===== config.mk =====
export PLATFORM = sky130hd
export DESIGN_NAME = dcu_dual_uart
export DESIGN_NICKNAME = d
export VERILOG_FILES = /design/src/dcu_pkg.sv /design/src/dcu_dual_uart.sv
export VERILOG_INCLUDE_DIRS = /design/src
export SDC_FILE = /design/constraint.sdc
export NUM_CORES = 2
export LEC_CHECK = 0
export BUFFER_PORTS_ARGS = -buffer_cell sky130_fd_sc_hd__buf_2
export CELL_PAD_IN_SITES_DETAIL_PLACEMENT = 1
export CELL_PAD_IN_SITES_GLOBAL_PLACEMENT = 1
export CORE_ASPECT_RATIO = 0.75
export CORE_MARGIN = 8
export CORE_UTILIZATION = 30
export CTS_CLUSTER_DIAMETER = 50
export DETAILED_ROUTE_END_ITERATION = 8
export PLACE_DENSITY_LB_ADDON = 0.1
export SYNTH_ARGS = -nofsm -noshare
export SYNTH_HDL_FRONTEND = slang
export SYNTH_SLANG_ARGS = --single-unit

===== constraint.sdc =====
create_clock -name ref_clk -period 16.28 [get_ports ref_clk]
set_input_delay 3.256 -clock ref_clk [delete_from_list [all_inputs] [get_ports ref_clk]]
set_output_delay 3.256 -clock ref_clk [all_outputs]
set_load 0.005 [all_outputs]

===== src/dcu_cfg.svh =====
// Constants of the dual-channel serial transceiver: offsets, fields, resets.
// Assumes inclusion by bare name from the package.
`ifndef DCU_CFG_SVH
`define DCU_CFG_SVH
`define DCU_NCH 2
`define DCU_AW 6
`define DCU_DEPTH 64
`define DCU_CH_BIT 6
`define DCU_SUM_BIT 7
`define DCU_OFF_DATA 6'h00
`define DCU_OFF_LINE 6'h04
`define DCU_OFF_DIV 6'h08
`define DCU_OFF_FLOW 6'h0c
`define DCU_OFF_TRIG 6'h10
`define DCU_OFF_THR 6'h14
`define DCU_OFF_STAT 6'h18
`define DCU_OFF_MSR 6'h1c
`define DCU_OFF_LVL 6'h20
`define DCU_LN_STOP2 2
`define DCU_LN_PEN 3
`define DCU_LN_EVEN 4
`define DCU_LN_BRK 5
`define DCU_LN_LOOP 6
`define DCU_LN_SLEEP 7
`define DCU_FL_ARTS 0
`define DCU_FL_ACTS 1
`define DCU_FL_SWF 2
`define DCU_FL_XANY 3
`define DCU_FL_RTS 4
`define DCU_DIV_PRE4 16
`define DCU_RST_DIV 16'h0001
`define DCU_RST_HALT 6'h30
`define DCU_RST_RESUME 6'h10
`define DCU_RST_XON 8'h11
`define DCU_RST_XOFF 8'h13
`define DCU_MID 5'h07
`define DCU_LAST 5'h0f
`define DCU_STOP1 5'h0f
`define DCU_STOP15 5'h17
`define DCU_STOP2 5'h1f
`define DCU_IDLE_TICKS 10'h280
`endif


===== src/dcu_pkg.sv =====
// Types of the dual-channel serial transceiver.
// Assumes dcu_cfg.svh on the include path.
`default_nettype none
`include "dcu_cfg.svh"
package dcu_pkg;
    typedef enum logic [2:0] {RX_IDLE, RX_START, RX_DATA, RX_PAR, RX_STOP,
        RX_WAIT} dcu_rx_e;
    typedef enum logic [2:0] {TX_IDLE, TX_START, TX_DATA, TX_PAR,
        TX_STOP} dcu_tx_e;
    typedef struct packed {
        logic wr;
        logic rd;
        logic [5:0] wr_off;
        logic [5:0] rd_off;
        logic [31:0] wdata;
    } dcu_req_s;
    typedef struct packed {
        logic rxd;
        logic cts_n;
        logic cd_n;
    } dcu_ser_in_s;
    typedef struct packed {
        logic txd;
        logic rts_n;
    } dcu_ser_out_s;
    typedef struct packed {
        logic [7:0] line;
        logic [15:0] div;
        logic pre4;
        logic [23:0] flow;
        logic [3:0] ien;
        logic [5:0] rx_trig;
        logic [5:0] tx_trig;
        logic [5:0] halt;
        logic [5:0] resume;
        logic ovr, perr, ferr, brk, idle, udr, udr_arm, xoff_rcvd, xoff_sent;
        logic rts_n;
        logic [1:0] pre;
        logic [15:0] bcnt;
        logic tick;
        logic [1:0] rx_sync, cts_sync, cd_sync;
        dcu_rx_e rst;
        logic [4:0] rcnt;
        logic [3:0] rbit;
        logic [7:0] rsh;
        logic rpar, rany;
        logic [9:0] icnt;
        logic idle_arm;
        dcu_tx_e tst;
        logic [4:0] tcnt;
        logic [3:0] tbit;
        logic [7:0] tsh;
        logic tpar, txd, txo;
        logic [`DCU_AW:0] rx_wp, rx_rp, tx_wp, tx_rp;
    } dcu_ch_s;
    typedef struct packed {
        logic wr_pend;
        logic wr_map;
        logic wr_ch;
        logic [5:0] wr_off;
        logic [31:0] rdata;
    } dcu_top_s;
endpackage
`default_nettype wire


===== src/dcu_dual_uart.sv =====
// Dual-channel serial transceiver with 64-entry FIFOs, AHB-Lite slave.
// Assumes one clock ref_clk for bus and core; serial pins are asynchronous.
//
// The address map and the AHB-Lite register port were chosen for this implementation.
`default_nettype none
`include "dcu_cfg.svh"

////////////////////////////////////////////////////////////////////////////
module dcu_channel import dcu_pkg::*; (
    input wire logic ref_clk,
    input wire logic rst_n,
    input wire dcu_req_s req,
    output logic [31:0] rdata,
    output logic tx_ready,
    output logic rx_ready,
    input wire dcu_ser_in_s ser_i,
    output dcu_ser_out_s ser_o,
    output logic irq,
    output logic rx_dma,
    output logic tx_dma
);
    dcu_ch_s s_q, s_d;
    logic [7:0] rx_mem [`DCU_DEPTH];
    logic [7:0] tx_mem [`DCU_DEPTH];
    logic rx_push, tx_push;
    logic [7:0] rx_wd;
    logic [`DCU_AW:0] rxc, txc;
    logic [1:0] wlen;
    logic [3:0] nb;
    logic [3:0] id;
    logic rx_hi, rx_lo, rxin, sleeping;
    logic [7:0] ch, mask, tch;
    logic [4:0] stop_last;

    assign rxc = s_q.rx_wp - s_q.rx_rp;
    assign txc = s_q.tx_wp - s_q.tx_rp;
    assign wlen = s_q.line[1:0];
    assign nb = {2'b01, wlen};
    assign mask = 8'hff >> ~wlen;
    assign rx_hi = rxc >= {1'b0, s_q.halt};
    assign rx_lo = rxc <= {1'b0, s_q.resume};
    // Loop-back feeds the transmitter output to the receiver in place of rxd; the txd pin still carries it
    assign rxin = s_q.line[`DCU_LN_LOOP] ? s_q.txo : s_q.rx_sync[1];
    assign sleeping = s_q.line[`DCU_LN_SLEEP] && s_q.tst == TX_IDLE &&
        s_q.rst == RX_IDLE && txc == '0 && rxin;
    assign ch = s_q.rsh >> ~wlen;
    assign stop_last = !s_q.line[`DCU_LN_STOP2] ? `DCU_STOP1 :
        (wlen == 2'd0 ? `DCU_STOP15 : `DCU_STOP2);

    always_comb begin
        s_d = s_q;
        rx_push = 1'b0;
        tx_push = 1'b0;
        rx_wd = 8'h00;
        tch = 8'h00;
        s_d.rx_sync = {s_q.rx_sync[0], ser_i.rxd};
        s_d.cts_sync = {s_q.cts_sync[0], ser_i.cts_n};
        s_d.cd_sync = {s_q.cd_sync[0], ser_i.cd_n};
        // Host writes first so hardware sets below win over clears
        if (req.wr) begin
            unique case (req.wr_off)
                `DCU_OFF_DATA: if (!txc[`DCU_AW]) begin
                    tx_push = 1'b1;
                    s_d.tx_wp = s_q.tx_wp + 1'b1;
                end
                `DCU_OFF_LINE: s_d.line = req.wdata[7:0];
                `DCU_OFF_DIV: begin
                    s_d.div = req.wdata[15:0];
                    s_d.pre4 = req.wdata[`DCU_DIV_PRE4];
                end
                `DCU_OFF_FLOW: s_d.flow = req.wdata[23:0];
                `DCU_OFF_TRIG: begin
                    s_d.rx_trig = req.wdata[5:0];
                    s_d.tx_trig = req.wdata[13:8];
                    s_d.ien = req.wdata[19:16];
                end
                `DCU_OFF_THR: begin
                    s_d.halt = req.wdata[5:0];
                    s_d.resume = req.wdata[13:8];
                end
                `DCU_OFF_STAT: begin
                    s_d.ovr = s_q.ovr & ~req.wdata[3];
                    s_d.perr = s_q.perr & ~req.wdata[4];
                    s_d.ferr = s_q.ferr & ~req.wdata[5];
                    s_d.brk = s_q.brk & ~req.wdata[6];
                    s_d.idle = s_q.idle & ~req.wdata[7];
                    s_d.udr = s_q.udr & ~req.wdata[8];
                end
                default: ;
            endcase
        end
        if (req.rd && req.rd_off == `DCU_OFF_DATA && rxc != '0) begin
            s_d.rx_rp = s_q.rx_rp + 1'b1;
        end
        //////////////////////////////////////////////////////////////////
        // Sixteen-times bit clock; divisor zero behaves as one
        s_d.tick = 1'b0;
        if (!sleeping) begin
            s_d.pre = s_q.pre + 2'd1;
            if (!s_q.pre4 || s_q.pre == 2'd3) begin
                if ({1'b0, s_q.bcnt} + 17'h1 >= {1'b0, s_q.div}) begin
                    s_d.bcnt = 16'h0000;
                    s_d.tick = 1'b1;
                end else begin
                    s_d.bcnt = s_q.bcnt + 16'h0001;
                end
            end
        end
        //////////////////////////////////////////////////////////////////
        if (s_q.tick) begin
            s_d.rcnt = s_q.rcnt + 5'h01;
            unique case (s_q.rst)
                RX_IDLE: begin
                    s_d.rcnt = 5'h00;
                    if (!rxin) begin
                        s_d.rst = RX_START;
                        s_d.icnt = 10'h000;
                    end else if (s_q.idle_arm) begin
                        s_d.icnt = s_q.icnt + 10'h001;
                        if (s_q.icnt == `DCU_IDLE_TICKS) begin
                            s_d.idle = 1'b1;
                            s_d.idle_arm = 1'b0;
                        end
                    end
                end
                RX_START: if (s_q.rcnt == `DCU_MID) begin
                    s_d.rcnt = 5'h00;
                    s_d.rbit = 4'h0;
                    s_d.rpar = 1'b0;
                    s_d.rany = 1'b0;
                    // Glitch shorter than half a bit is dropped
                    s_d.rst = rxin ? RX_IDLE : RX_DATA;
                end
                RX_DATA: if (s_q.rcnt == `DCU_LAST) begin
                    s_d.rcnt = 5'h00;
                    s_d.rsh = {rxin, s_q.rsh[7:1]};
                    s_d.rpar = s_q.rpar ^ rxin;
                    s_d.rany = s_q.rany | rxin;
                    s_d.rbit = s_q.rbit + 4'h1;
                    if (s_q.rbit == nb) begin
                        s_d.rst = s_q.line[`DCU_LN_PEN] ? RX_PAR : RX_STOP;
                    end
                end
                RX_PAR: if (s_q.rcnt == `DCU_LAST) begin
                    s_d.rcnt = 5'h00;
                    s_d.rany = s_q.rany | rxin;
                    if (s_q.rpar ^ rxin ^ ~s_q.line[`DCU_LN_EVEN]) begin
                        s_d.perr = 1'b1;
                    end
                    s_d.rst = RX_STOP;
                end
                RX_STOP: if (s_q.rcnt == `DCU_LAST) begin
                    s_d.idle_arm = 1'b1;
                    if (!rxin) begin
                        s_d.ferr = 1'b1;
                    end
                    if (!rxin && !s_q.rany) begin
                        s_d.brk = 1'b1;
                    end
                    if (s_q.flow[`DCU_FL_SWF] && ch == s_q.flow[23:16]) begin
                        s_d.xoff_rcvd = 1'b1;
                    end else if (s_q.flow[`DCU_FL_SWF] &&
                            ch == s_q.flow[15:8]) begin
                        s_d.xoff_rcvd = 1'b0;
                    end else begin
                        if (s_q.flow[`DCU_FL_XANY]) begin
                            s_d.xoff_rcvd = 1'b0;
                        end
                        if (rxc[`DCU_AW]) begin
                            s_d.ovr = 1'b1;
                        end else begin
                            rx_push = 1'b1;
                            rx_wd = ch;
                            s_d.rx_wp = s_q.rx_wp + 1'b1;
                        end
                    end
                    s_d.rst = rxin ? RX_IDLE : RX_WAIT;
                end
                RX_WAIT: if (rxin) begin
                    s_d.rst = RX_IDLE;
                end
                default: s_d.rst = RX_IDLE;
            endcase
        end
        //////////////////////////////////////////////////////////////////
        if (s_q.tick) begin
            s_d.tcnt = s_q.tcnt + 5'h01;
            unique case (s_q.tst)
                TX_IDLE: begin
                    s_d.tcnt = 5'h00;
                    if (s_q.flow[`DCU_FL_SWF] && rx_hi && !s_q.xoff_sent) begin
                        tch = s_q.flow[23:16];
                        s_d.xoff_sent = 1'b1;
                        s_d.tst = TX_START;
                    end else if (s_q.flow[`DCU_FL_SWF] && s_q.xoff_sent &&
                            rx_lo) begin
                        tch = s_q.flow[15:8];
                        s_d.xoff_sent = 1'b0;
                        s_d.tst = TX_START;
                    end else if (txc != '0 && !s_q.xoff_rcvd &&
                            !(s_q.flow[`DCU_FL_ACTS] && s_q.cts_sync[1])) begin
                        tch = tx_mem[s_q.tx_rp[`DCU_AW-1:0]];
                        s_d.tx_rp = s_q.tx_rp + 1'b1;
                        s_d.udr_arm = 1'b1;
                        s_d.tst = TX_START;
                    end else if (s_q.udr_arm && txc == '0) begin
                        s_d.udr = 1'b1;
                        s_d.udr_arm = 1'b0;
                    end
                    if (s_d.tst == TX_START) begin
                        s_d.tsh = tch;
                        s_d.tpar = ^(tch & mask) ^ ~s_q.line[`DCU_LN_EVEN];
                        s_d.txd = 1'b0;
                    end
                end
                TX_START: if (s_q.tcnt == `DCU_LAST) begin
                    s_d.tcnt = 5'h00;
                    s_d.tbit = 4'h0;
                    s_d.txd = s_q.tsh[0];
                    s_d.tst = TX_DATA;
                end
                TX_DATA: if (s_q.tcnt == `DCU_LAST) begin
                    s_d.tcnt = 5'h00;
                    s_d.tbit = s_q.tbit + 4'h1;
                    s_d.tsh = {1'b0, s_q.tsh[7:1]};
                    s_d.txd = s_q.tsh[1];
                    if (s_q.tbit == nb) begin
                        s_d.tst = s_q.line[`DCU_LN_PEN] ? TX_PAR : TX_STOP;
                        s_d.txd = s_q.line[`DCU_LN_PEN] ? s_q.tpar : 1'b1;
                    end
                end
                TX_PAR: if (s_q.tcnt == `DCU_LAST) begin
                    s_d.tcnt = 5'h00;
                    s_d.txd = 1'b1;
                    s_d.tst = TX_STOP;
                end
                TX_STOP: if (s_q.tcnt == stop_last) begin
                    s_d.tst = TX_IDLE;
                end
                default: s_d.tst = TX_IDLE;
            endcase
        end
        // Hysteresis between halt and resume avoids RTS chatter
        if (rx_hi) begin
            s_d.rts_n = 1'b1;
        end else if (rx_lo) begin
            s_d.rts_n = 1'b0;
        end
        s_d.txo = s_d.txd & ~s_d.line[`DCU_LN_BRK];
    end

    always_ff @(posedge ref_clk or negedge rst_n) begin
        if (!rst_n) begin
            s_q <= '0;
            s_q.div <= `DCU_RST_DIV;
            s_q.halt <= `DCU_RST_HALT;
            s_q.resume <= `DCU_RST_RESUME;
            s_q.flow <= {`DCU_RST_XOFF, `DCU_RST_XON, 8'h00};
            s_q.rts_n <= 1'b1;
            s_q.rx_sync <= 2'b11;
            s_q.cts_sync <= 2'b11;
            s_q.cd_sync <= 2'b11;
            s_q.rst <= RX_IDLE;
            s_q.tst <= TX_IDLE;
            s_q.txd <= 1'b1;
            s_q.txo <= 1'b1;
        end else begin
            s_q <= s_d;
        end
    end

    always_ff @(posedge ref_clk) begin
        if (rx_push) begin
            rx_mem[s_q.rx_wp[`DCU_AW-1:0]] <= rx_wd;
        end
        if (tx_push) begin
            tx_mem[s_q.tx_wp[`DCU_AW-1:0]] <= req.wdata[7:0];
        end
    end

    ////////////////////////////////////////////////////////////////////////
    always_comb begin
        // Lower code wins: errors, then receive level, transmit, underflow
        id = 4'h0;
        if (s_q.ien[3] && s_q.udr) id = 4'h4;
        if (s_q.ien[2] && txc <= {1'b0, s_q.tx_trig}) id = 4'h3;
        if (s_q.ien[1] && rx_dma) id = 4'h2;
        if (s_q.ien[0] && (s_q.ovr | s_q.perr | s_q.ferr | s_q.brk)) begin
            id = 4'h1;
        end
        rdata = 32'h0000_0000;
        unique case (req.rd_off)
            `DCU_OFF_DATA: rdata = {24'h000000,
                rx_mem[s_q.rx_rp[`DCU_AW-1:0]]};
            `DCU_OFF_LINE: rdata = {24'h000000, s_q.line};
            `DCU_OFF_DIV: rdata = {15'h0000, s_q.pre4, s_q.div};
            `DCU_OFF_FLOW: rdata = {8'h00, s_q.flow};
            `DCU_OFF_TRIG: rdata = {12'h000, s_q.ien, 2'b00, s_q.tx_trig,
                2'b00, s_q.rx_trig};
            `DCU_OFF_THR: rdata = {18'h00000, s_q.resume, 2'b00, s_q.halt};
            `DCU_OFF_STAT: rdata = {16'h0000, id, 2'b00, s_q.xoff_rcvd,
                s_q.udr, s_q.idle, s_q.brk, s_q.ferr, s_q.perr, s_q.ovr,
                txc == '0 && s_q.tst == TX_IDLE, tx_ready, rx_ready};
            `DCU_OFF_MSR: rdata = {29'h00000000, ~ser_o.rts_n,
                ~s_q.cts_sync[1], ~s_q.cd_sync[1]};
            `DCU_OFF_LVL: rdata = {9'h000, rxc, 9'h000, txc};
            default: rdata = 32'h0000_0000;
        endcase
    end

    assign rx_ready = rxc != '0;
    assign tx_ready = !txc[`DCU_AW];
    assign rx_dma = rxc != '0 && rxc >= {1'b0, s_q.rx_trig};
    assign tx_dma = txc <= {1'b0, s_q.tx_trig};
    assign irq = id != 4'h0;
    assign ser_o.txd = s_q.txo;
    assign ser_o.rts_n = s_q.flow[`DCU_FL_ARTS] ? s_q.rts_n :
        ~s_q.flow[`DCU_FL_RTS];
endmodule

////////////////////////////////////////////////////////////////////////////
module dcu_dual_uart import dcu_pkg::*; (
    input wire logic ref_clk,
    input wire logic rst_n,
    input wire logic hsel,
    input wire logic [31:0] haddr,
    input wire logic [1:0] htrans,
    input wire logic hwrite,
    input wire logic [2:0] hsize,
    input wire logic [31:0] hwdata,
    input wire logic hready,
    output logic [31:0] hrdata,
    output logic hreadyout,
    output logic hresp,
    input wire logic [`DCU_NCH-1:0] ser_rxd,
    input wire logic [`DCU_NCH-1:0] cts_n,
    input wire logic [`DCU_NCH-1:0] carrier_detect_n,
    output logic [`DCU_NCH-1:0] ser_txd,
    output logic [`DCU_NCH-1:0] rts_n,
    output logic [`DCU_NCH-1:0] ch_irq,
    output logic [`DCU_NCH-1:0] rx_dma_req,
    output logic [`DCU_NCH-1:0] tx_dma_req
);
    dcu_top_s s_q, s_d;
    dcu_req_s req [`DCU_NCH];
    logic [31:0] ch_rdata [`DCU_NCH];
    logic [`DCU_NCH-1:0] tx_ready_flag, rx_ready_flag;
    logic acc, stall, map;

    // A read right behind a write waits one cycle so it sees the new value
    assign stall = s_q.wr_pend & hsel & htrans[1] & ~hwrite;
    assign acc = hsel & htrans[1] & hready;
    assign map = haddr[31:8] == 24'h000000 && hsize == 3'b010;
    assign hreadyout = ~stall;
    assign hresp = 1'b0;
    assign hrdata = s_q.rdata;

    generate
        for (genvar i = 0; i < `DCU_NCH; i++) begin : g_ch
            // Channel takes part only when its address bit selects it
            assign req[i].wr = s_q.wr_pend && s_q.wr_map &&
                s_q.wr_ch == 1'(i);
            assign req[i].rd = acc && !hwrite && map &&
                !haddr[`DCU_SUM_BIT] && haddr[`DCU_CH_BIT] == 1'(i);
            assign req[i].wr_off = s_q.wr_off;
            assign req[i].rd_off = haddr[5:0];
            assign req[i].wdata = hwdata;
            dcu_channel u_ch (
                .ref_clk(ref_clk),
                .rst_n(rst_n),
                .req(req[i]),
                .rdata(ch_rdata[i]),
                .tx_ready(tx_ready_flag[i]),
                .rx_ready(rx_ready_flag[i]),
                .ser_i({ser_rxd[i], cts_n[i], carrier_detect_n[i]}),
                .ser_o({ser_txd[i], rts_n[i]}),
                .irq(ch_irq[i]),
                .rx_dma(rx_dma_req[i]),
                .tx_dma(tx_dma_req[i])
            );
        end
    endgenerate

    always_comb begin
        s_d = s_q;
        s_d.wr_pend = 1'b0;
        if (acc && hwrite) begin
            s_d.wr_pend = 1'b1;
            s_d.wr_map = map && !haddr[`DCU_SUM_BIT];
            s_d.wr_ch = haddr[`DCU_CH_BIT];
            s_d.wr_off = haddr[5:0];
        end
        if (acc && !hwrite) begin
            s_d.rdata = 32'h0000_0000;
            if (map && haddr[`DCU_SUM_BIT] && haddr[6:0] == 7'h00) begin
                s_d.rdata = 32'({rx_ready_flag, tx_ready_flag});
            end else if (map && !haddr[`DCU_SUM_BIT]) begin
                s_d.rdata = ch_rdata[haddr[`DCU_CH_BIT]];
            end
        end
    end

    always_ff @(posedge ref_clk or negedge rst_n) begin
        if (!rst_n) begin
            s_q <= '0;
        end else begin
            s_q <= s_d;
        end
    end
endmodule
`default_nettype wire


==> results.sh <==
export IMPL_status="finished clean"
export IMPL_htree_num_levels=5
export IMPL_dp_slack_ns=8.178
export IMPL_cts_root_buffer="clkbuf_16"
export IMPL_layout_min_cycle_time_ns=8.942
export IMPL_die_w_um=696.7
export IMPL_core_area_um2=346000
export IMPL_synth_ff_type="edfxtp_1"
export IMPL_swShare_pct=21.71
export IMPL_rsz0062_at_grt="no"
export IMPL_grt_max_degree=133
export IMPL_crit_fanout=46
export IMPL_yosysWarnings=0
export IMPL_syn_area_um2=104200
export IMPL_grt_first_pass_wirelength_um=472200
export IMPL_ant_nets=0
export IMPL_clock_power_share_pct=50.0
export IMPL_seqPwrFrac_pct=47.9
export IMPL_die_area_um2=366800
export IMPL_ys_types=83
export IMPL_hold_viol=0
export IMPL_antenna_found_initial=59
export IMPL_seq_area_frac_synth_pct=69.24
export IMPL_die_y_um=526.5
export IMPL_synth_cells=6108
export IMPL_start_util_pct=30.12
export IMPL_clock_sink_count=2473
export IMPL_yosys_area_top_type="edfxtp_1"
export IMPL_routed_via_density=5.133
export IMPL_ys_seq_elements=2473
export IMPL_cts_buffers=320
export IMPL_postLayoutSetupSlackWorst_ns=7.338
export IMPL_syn_avg_cell_area_um2=17.07
export IMPL_clockBufferDepth=4
export IMPL_final_util_pct=34.92
export IMPL_setup_viol=0
export IMPL_postCtsSetupRepairBufs=0
export IMPL_worstHoldPathType="flop to flop"
export IMPL_drv_slew=0
export IMPL_layout_nets=6527
export IMPL_vdd_drop_max_mv=0.07581
export IMPL_fillCellCount=34490
export IMPL_ctsHoldBuffers=0
export IMPL_crit_path_end_kind="output pin"
export IMPL_grt_pass1_vias=59670
export IMPL_cts_resized_gates=0
export IMPL_p_int_mw=11.28
export IMPL_portBuffers=105
export IMPL_syn2layout_area_growth_pct=15.91
export IMPL_worstMarginPinSlew_ns=1.324
export IMPL_drtIter0Drc=5066
export IMPL_worstSetupStartpointType="flop"
export IMPL_synth_edf_count=2048
export IMPL_layout_common_cells="edfxtp_1, mux4_2, nor2_1"
export IMPL_p_total_mw=14.40
export IMPL_vias=57520
export IMPL_slew_headroom_pct=11.44
export IMPL_fin_crit_sh_pct=54.93
export IMPL_place_hpwl_um=218700
export IMPL_max_freq_mhz=111.8
export IMPL_clkTransAtPathRegs_ns=0.05
export IMPL_ios=124
export IMPL_worstSkewPairLatency_ns=0.90
export IMPL_synth_area_leaders="edfxtp_1, mux4_2, dfrtp_1"
export IMPL_rows=187
export IMPL_combPwrFrac_pct=2.1
export IMPL_overflow=0
export IMPL_setup_tns_ns=0
export IMPL_net_switching_power_mw=3.127
export IMPL_fin_skew_ns=0.06854
export IMPL_wl_per_cell_um=29.84
export IMPL_drc_errors=0
export IMPL_place_gp_congestion=0.8099
export IMPL_crit_arrival_ns=5.69
export IMPL_crit_required_ns=13.02
export IMPL_power_density_nw_per_um2=119.2
export IMPL_drive_gt1_share_pct=24.28
export IMPL_drv_cap=0
export IMPL_cts_tree="built"
export IMPL_drt_wl_total_um=334300
export IMPL_power_leakage_nw=37.50
export IMPL_layout_commonest_cell="edfxtp_1"
export IMPL_async_flop_share_pct=17.19
export IMPL_critical_path_class="flop to output pin"
export IMPL_grt_total_usage_pct=17.85
export IMPL_drtPass1Iterations=6
export IMPL_synth_top_area_share_pct=58.99
-- layout make-up --
| type | instances | area, um2 | area share (%) |
|---|---|---|---|
| Inverter | 151 | 566.8 | 0.4691 |
| Timing Repair Buffer | 220 | 1504 | 1.245 |
| Antenna cell | 14 | 35.03 | 0.02899 |
| Clock inverter | 201 | 2277 | 1.885 |
| Tap cell | 4630 | 5793 | 4.794 |
| Clock buffer | 370 | 8414 | 6.963 |
| Multi-Input combinational cell | 3147 | 30040 | 24.86 |
| Sequential cell | 2473 | 72210 | 59.76 |
-- kinds of logic (layout without fill, tap and decap cells) --
kind of cell,Yosys count,count (layout),share of synthesized area (%)
AOI/OAI and AO/OA,730,730,4.578
xor gates and xnor gates,166,166,1.421
adders and majority gates,140,140,1.695
buffers and inverters,496,942,2.108
DFF,2473,2473,69.24
muxes,830,830,15.44
other,1,23,0.003597
and+or+nand+nor,1272,1272,5.512
-- metrics by stage --
stage                     cell area, um2  hold WS [ns]  std cells
after floorplan                   104300        0.3452       6116
after global placement            110100        0.3469      10620
after detailed placement          110100        0.3472      10620
after CTS                         120800        0.3529      11190
after global routing              120800        0.3576      11200
final                             120800        0.3520      11210
-- critical path, stage by stage (launching register included) --
cell and delay (ns):
dfrtp_4 0.92, inv_1 0.22, ha_1 0.33, nor2b_1 0.15, o31ai_1 0.28, a21boi_0 0.74, ha_1 0.37, a21o_1 0.16
maj3_1 0.36, a21oi_1 0.15, a21boi_0 0.16, a22oi_1 0.35, nand3_1 0.32, buf_2 0.27
-- registers in the layout, summed over array words and instances, names as in the netlist --
register and cells:
g_ch.u_ch.rx_mem 1024, g_ch.u_ch.tx_mem 1024, g_ch.u_ch.s_q 380, hrdata 24, g_ch.u_ch.s_d 6, req 6, g_ch.u_ch.nb 4, s_q 3
g_ch.u_ch.ser_o 2
-- Yosys cell counts, types with 39 or more instances --
master,number
nor2_1,456
nand2_1,369
clkbuf_1,191
o31ai_1,39
a21oi_1,134
xnor2_1,88
mux2i_1,57
buf_4,55
edfxtp_1,2048
a22oi_1,86
nor2b_1,40
inv_1,143
xor2_1,76
and3_1,40
nand3_1,124
dfrtp_1,389
mux4_2,606
o21ai_0,202
ha_1,130
buf_1,62
mux2_2,167
nor3_1,61
-- path summary, 6_finish.rpt --
kind / slack, ns / depth (start not counted) / from / to
min in group asynchronous: 2.32 / 1 / rst_n / g_ch[0].u_ch.s_q[58]
max reg2reg: 9.59 / 10 / g_ch[1].u_ch.s_q[15] / g_ch[1].u_ch.rx_mem[63][2]
min: 0.35 / 0 / g_ch[0].u_ch.s_d[87] / g_ch[0].u_ch.s_q[87]
max in group asynchronous: 11.95 / 3 / rst_n / g_ch[1].u_ch.s_q[15]
min reg2reg: 0.35 / 0 / g_ch[0].u_ch.s_d[87] / g_ch[0].u_ch.s_q[87]
max: 7.34 / 13 / g_ch[1].u_ch.s_q[15] / ch_irq[1]
-- layer usage --
layer | part of all wire, % | global-route usage [%] | routed length [um]
met5 | 0.0039 | 0 | 13
met4 | 2.2 | 3.746 | 7329
met3 | 4.8 | 2.909 | 16170
met2 | 43 | 25.99 | 143200
met1 | 50 | 27.86 | 167600
-- power groups by stage --
stage | combinational [mW] | sequential (mW) | clock [mW]
after floorplan | 0.149 | 7.00 | 0
after global placement | 0.301 | 7.03 | 0
after detailed placement | 0.309 | 7.03 | 0
after CTS | 0.310 | 6.90 | 7.40
after global routing | 0.338 | 6.90 | 7.61
final | 0.303 | 6.90 | 7.20
Power figures use the tool's default switching activity.
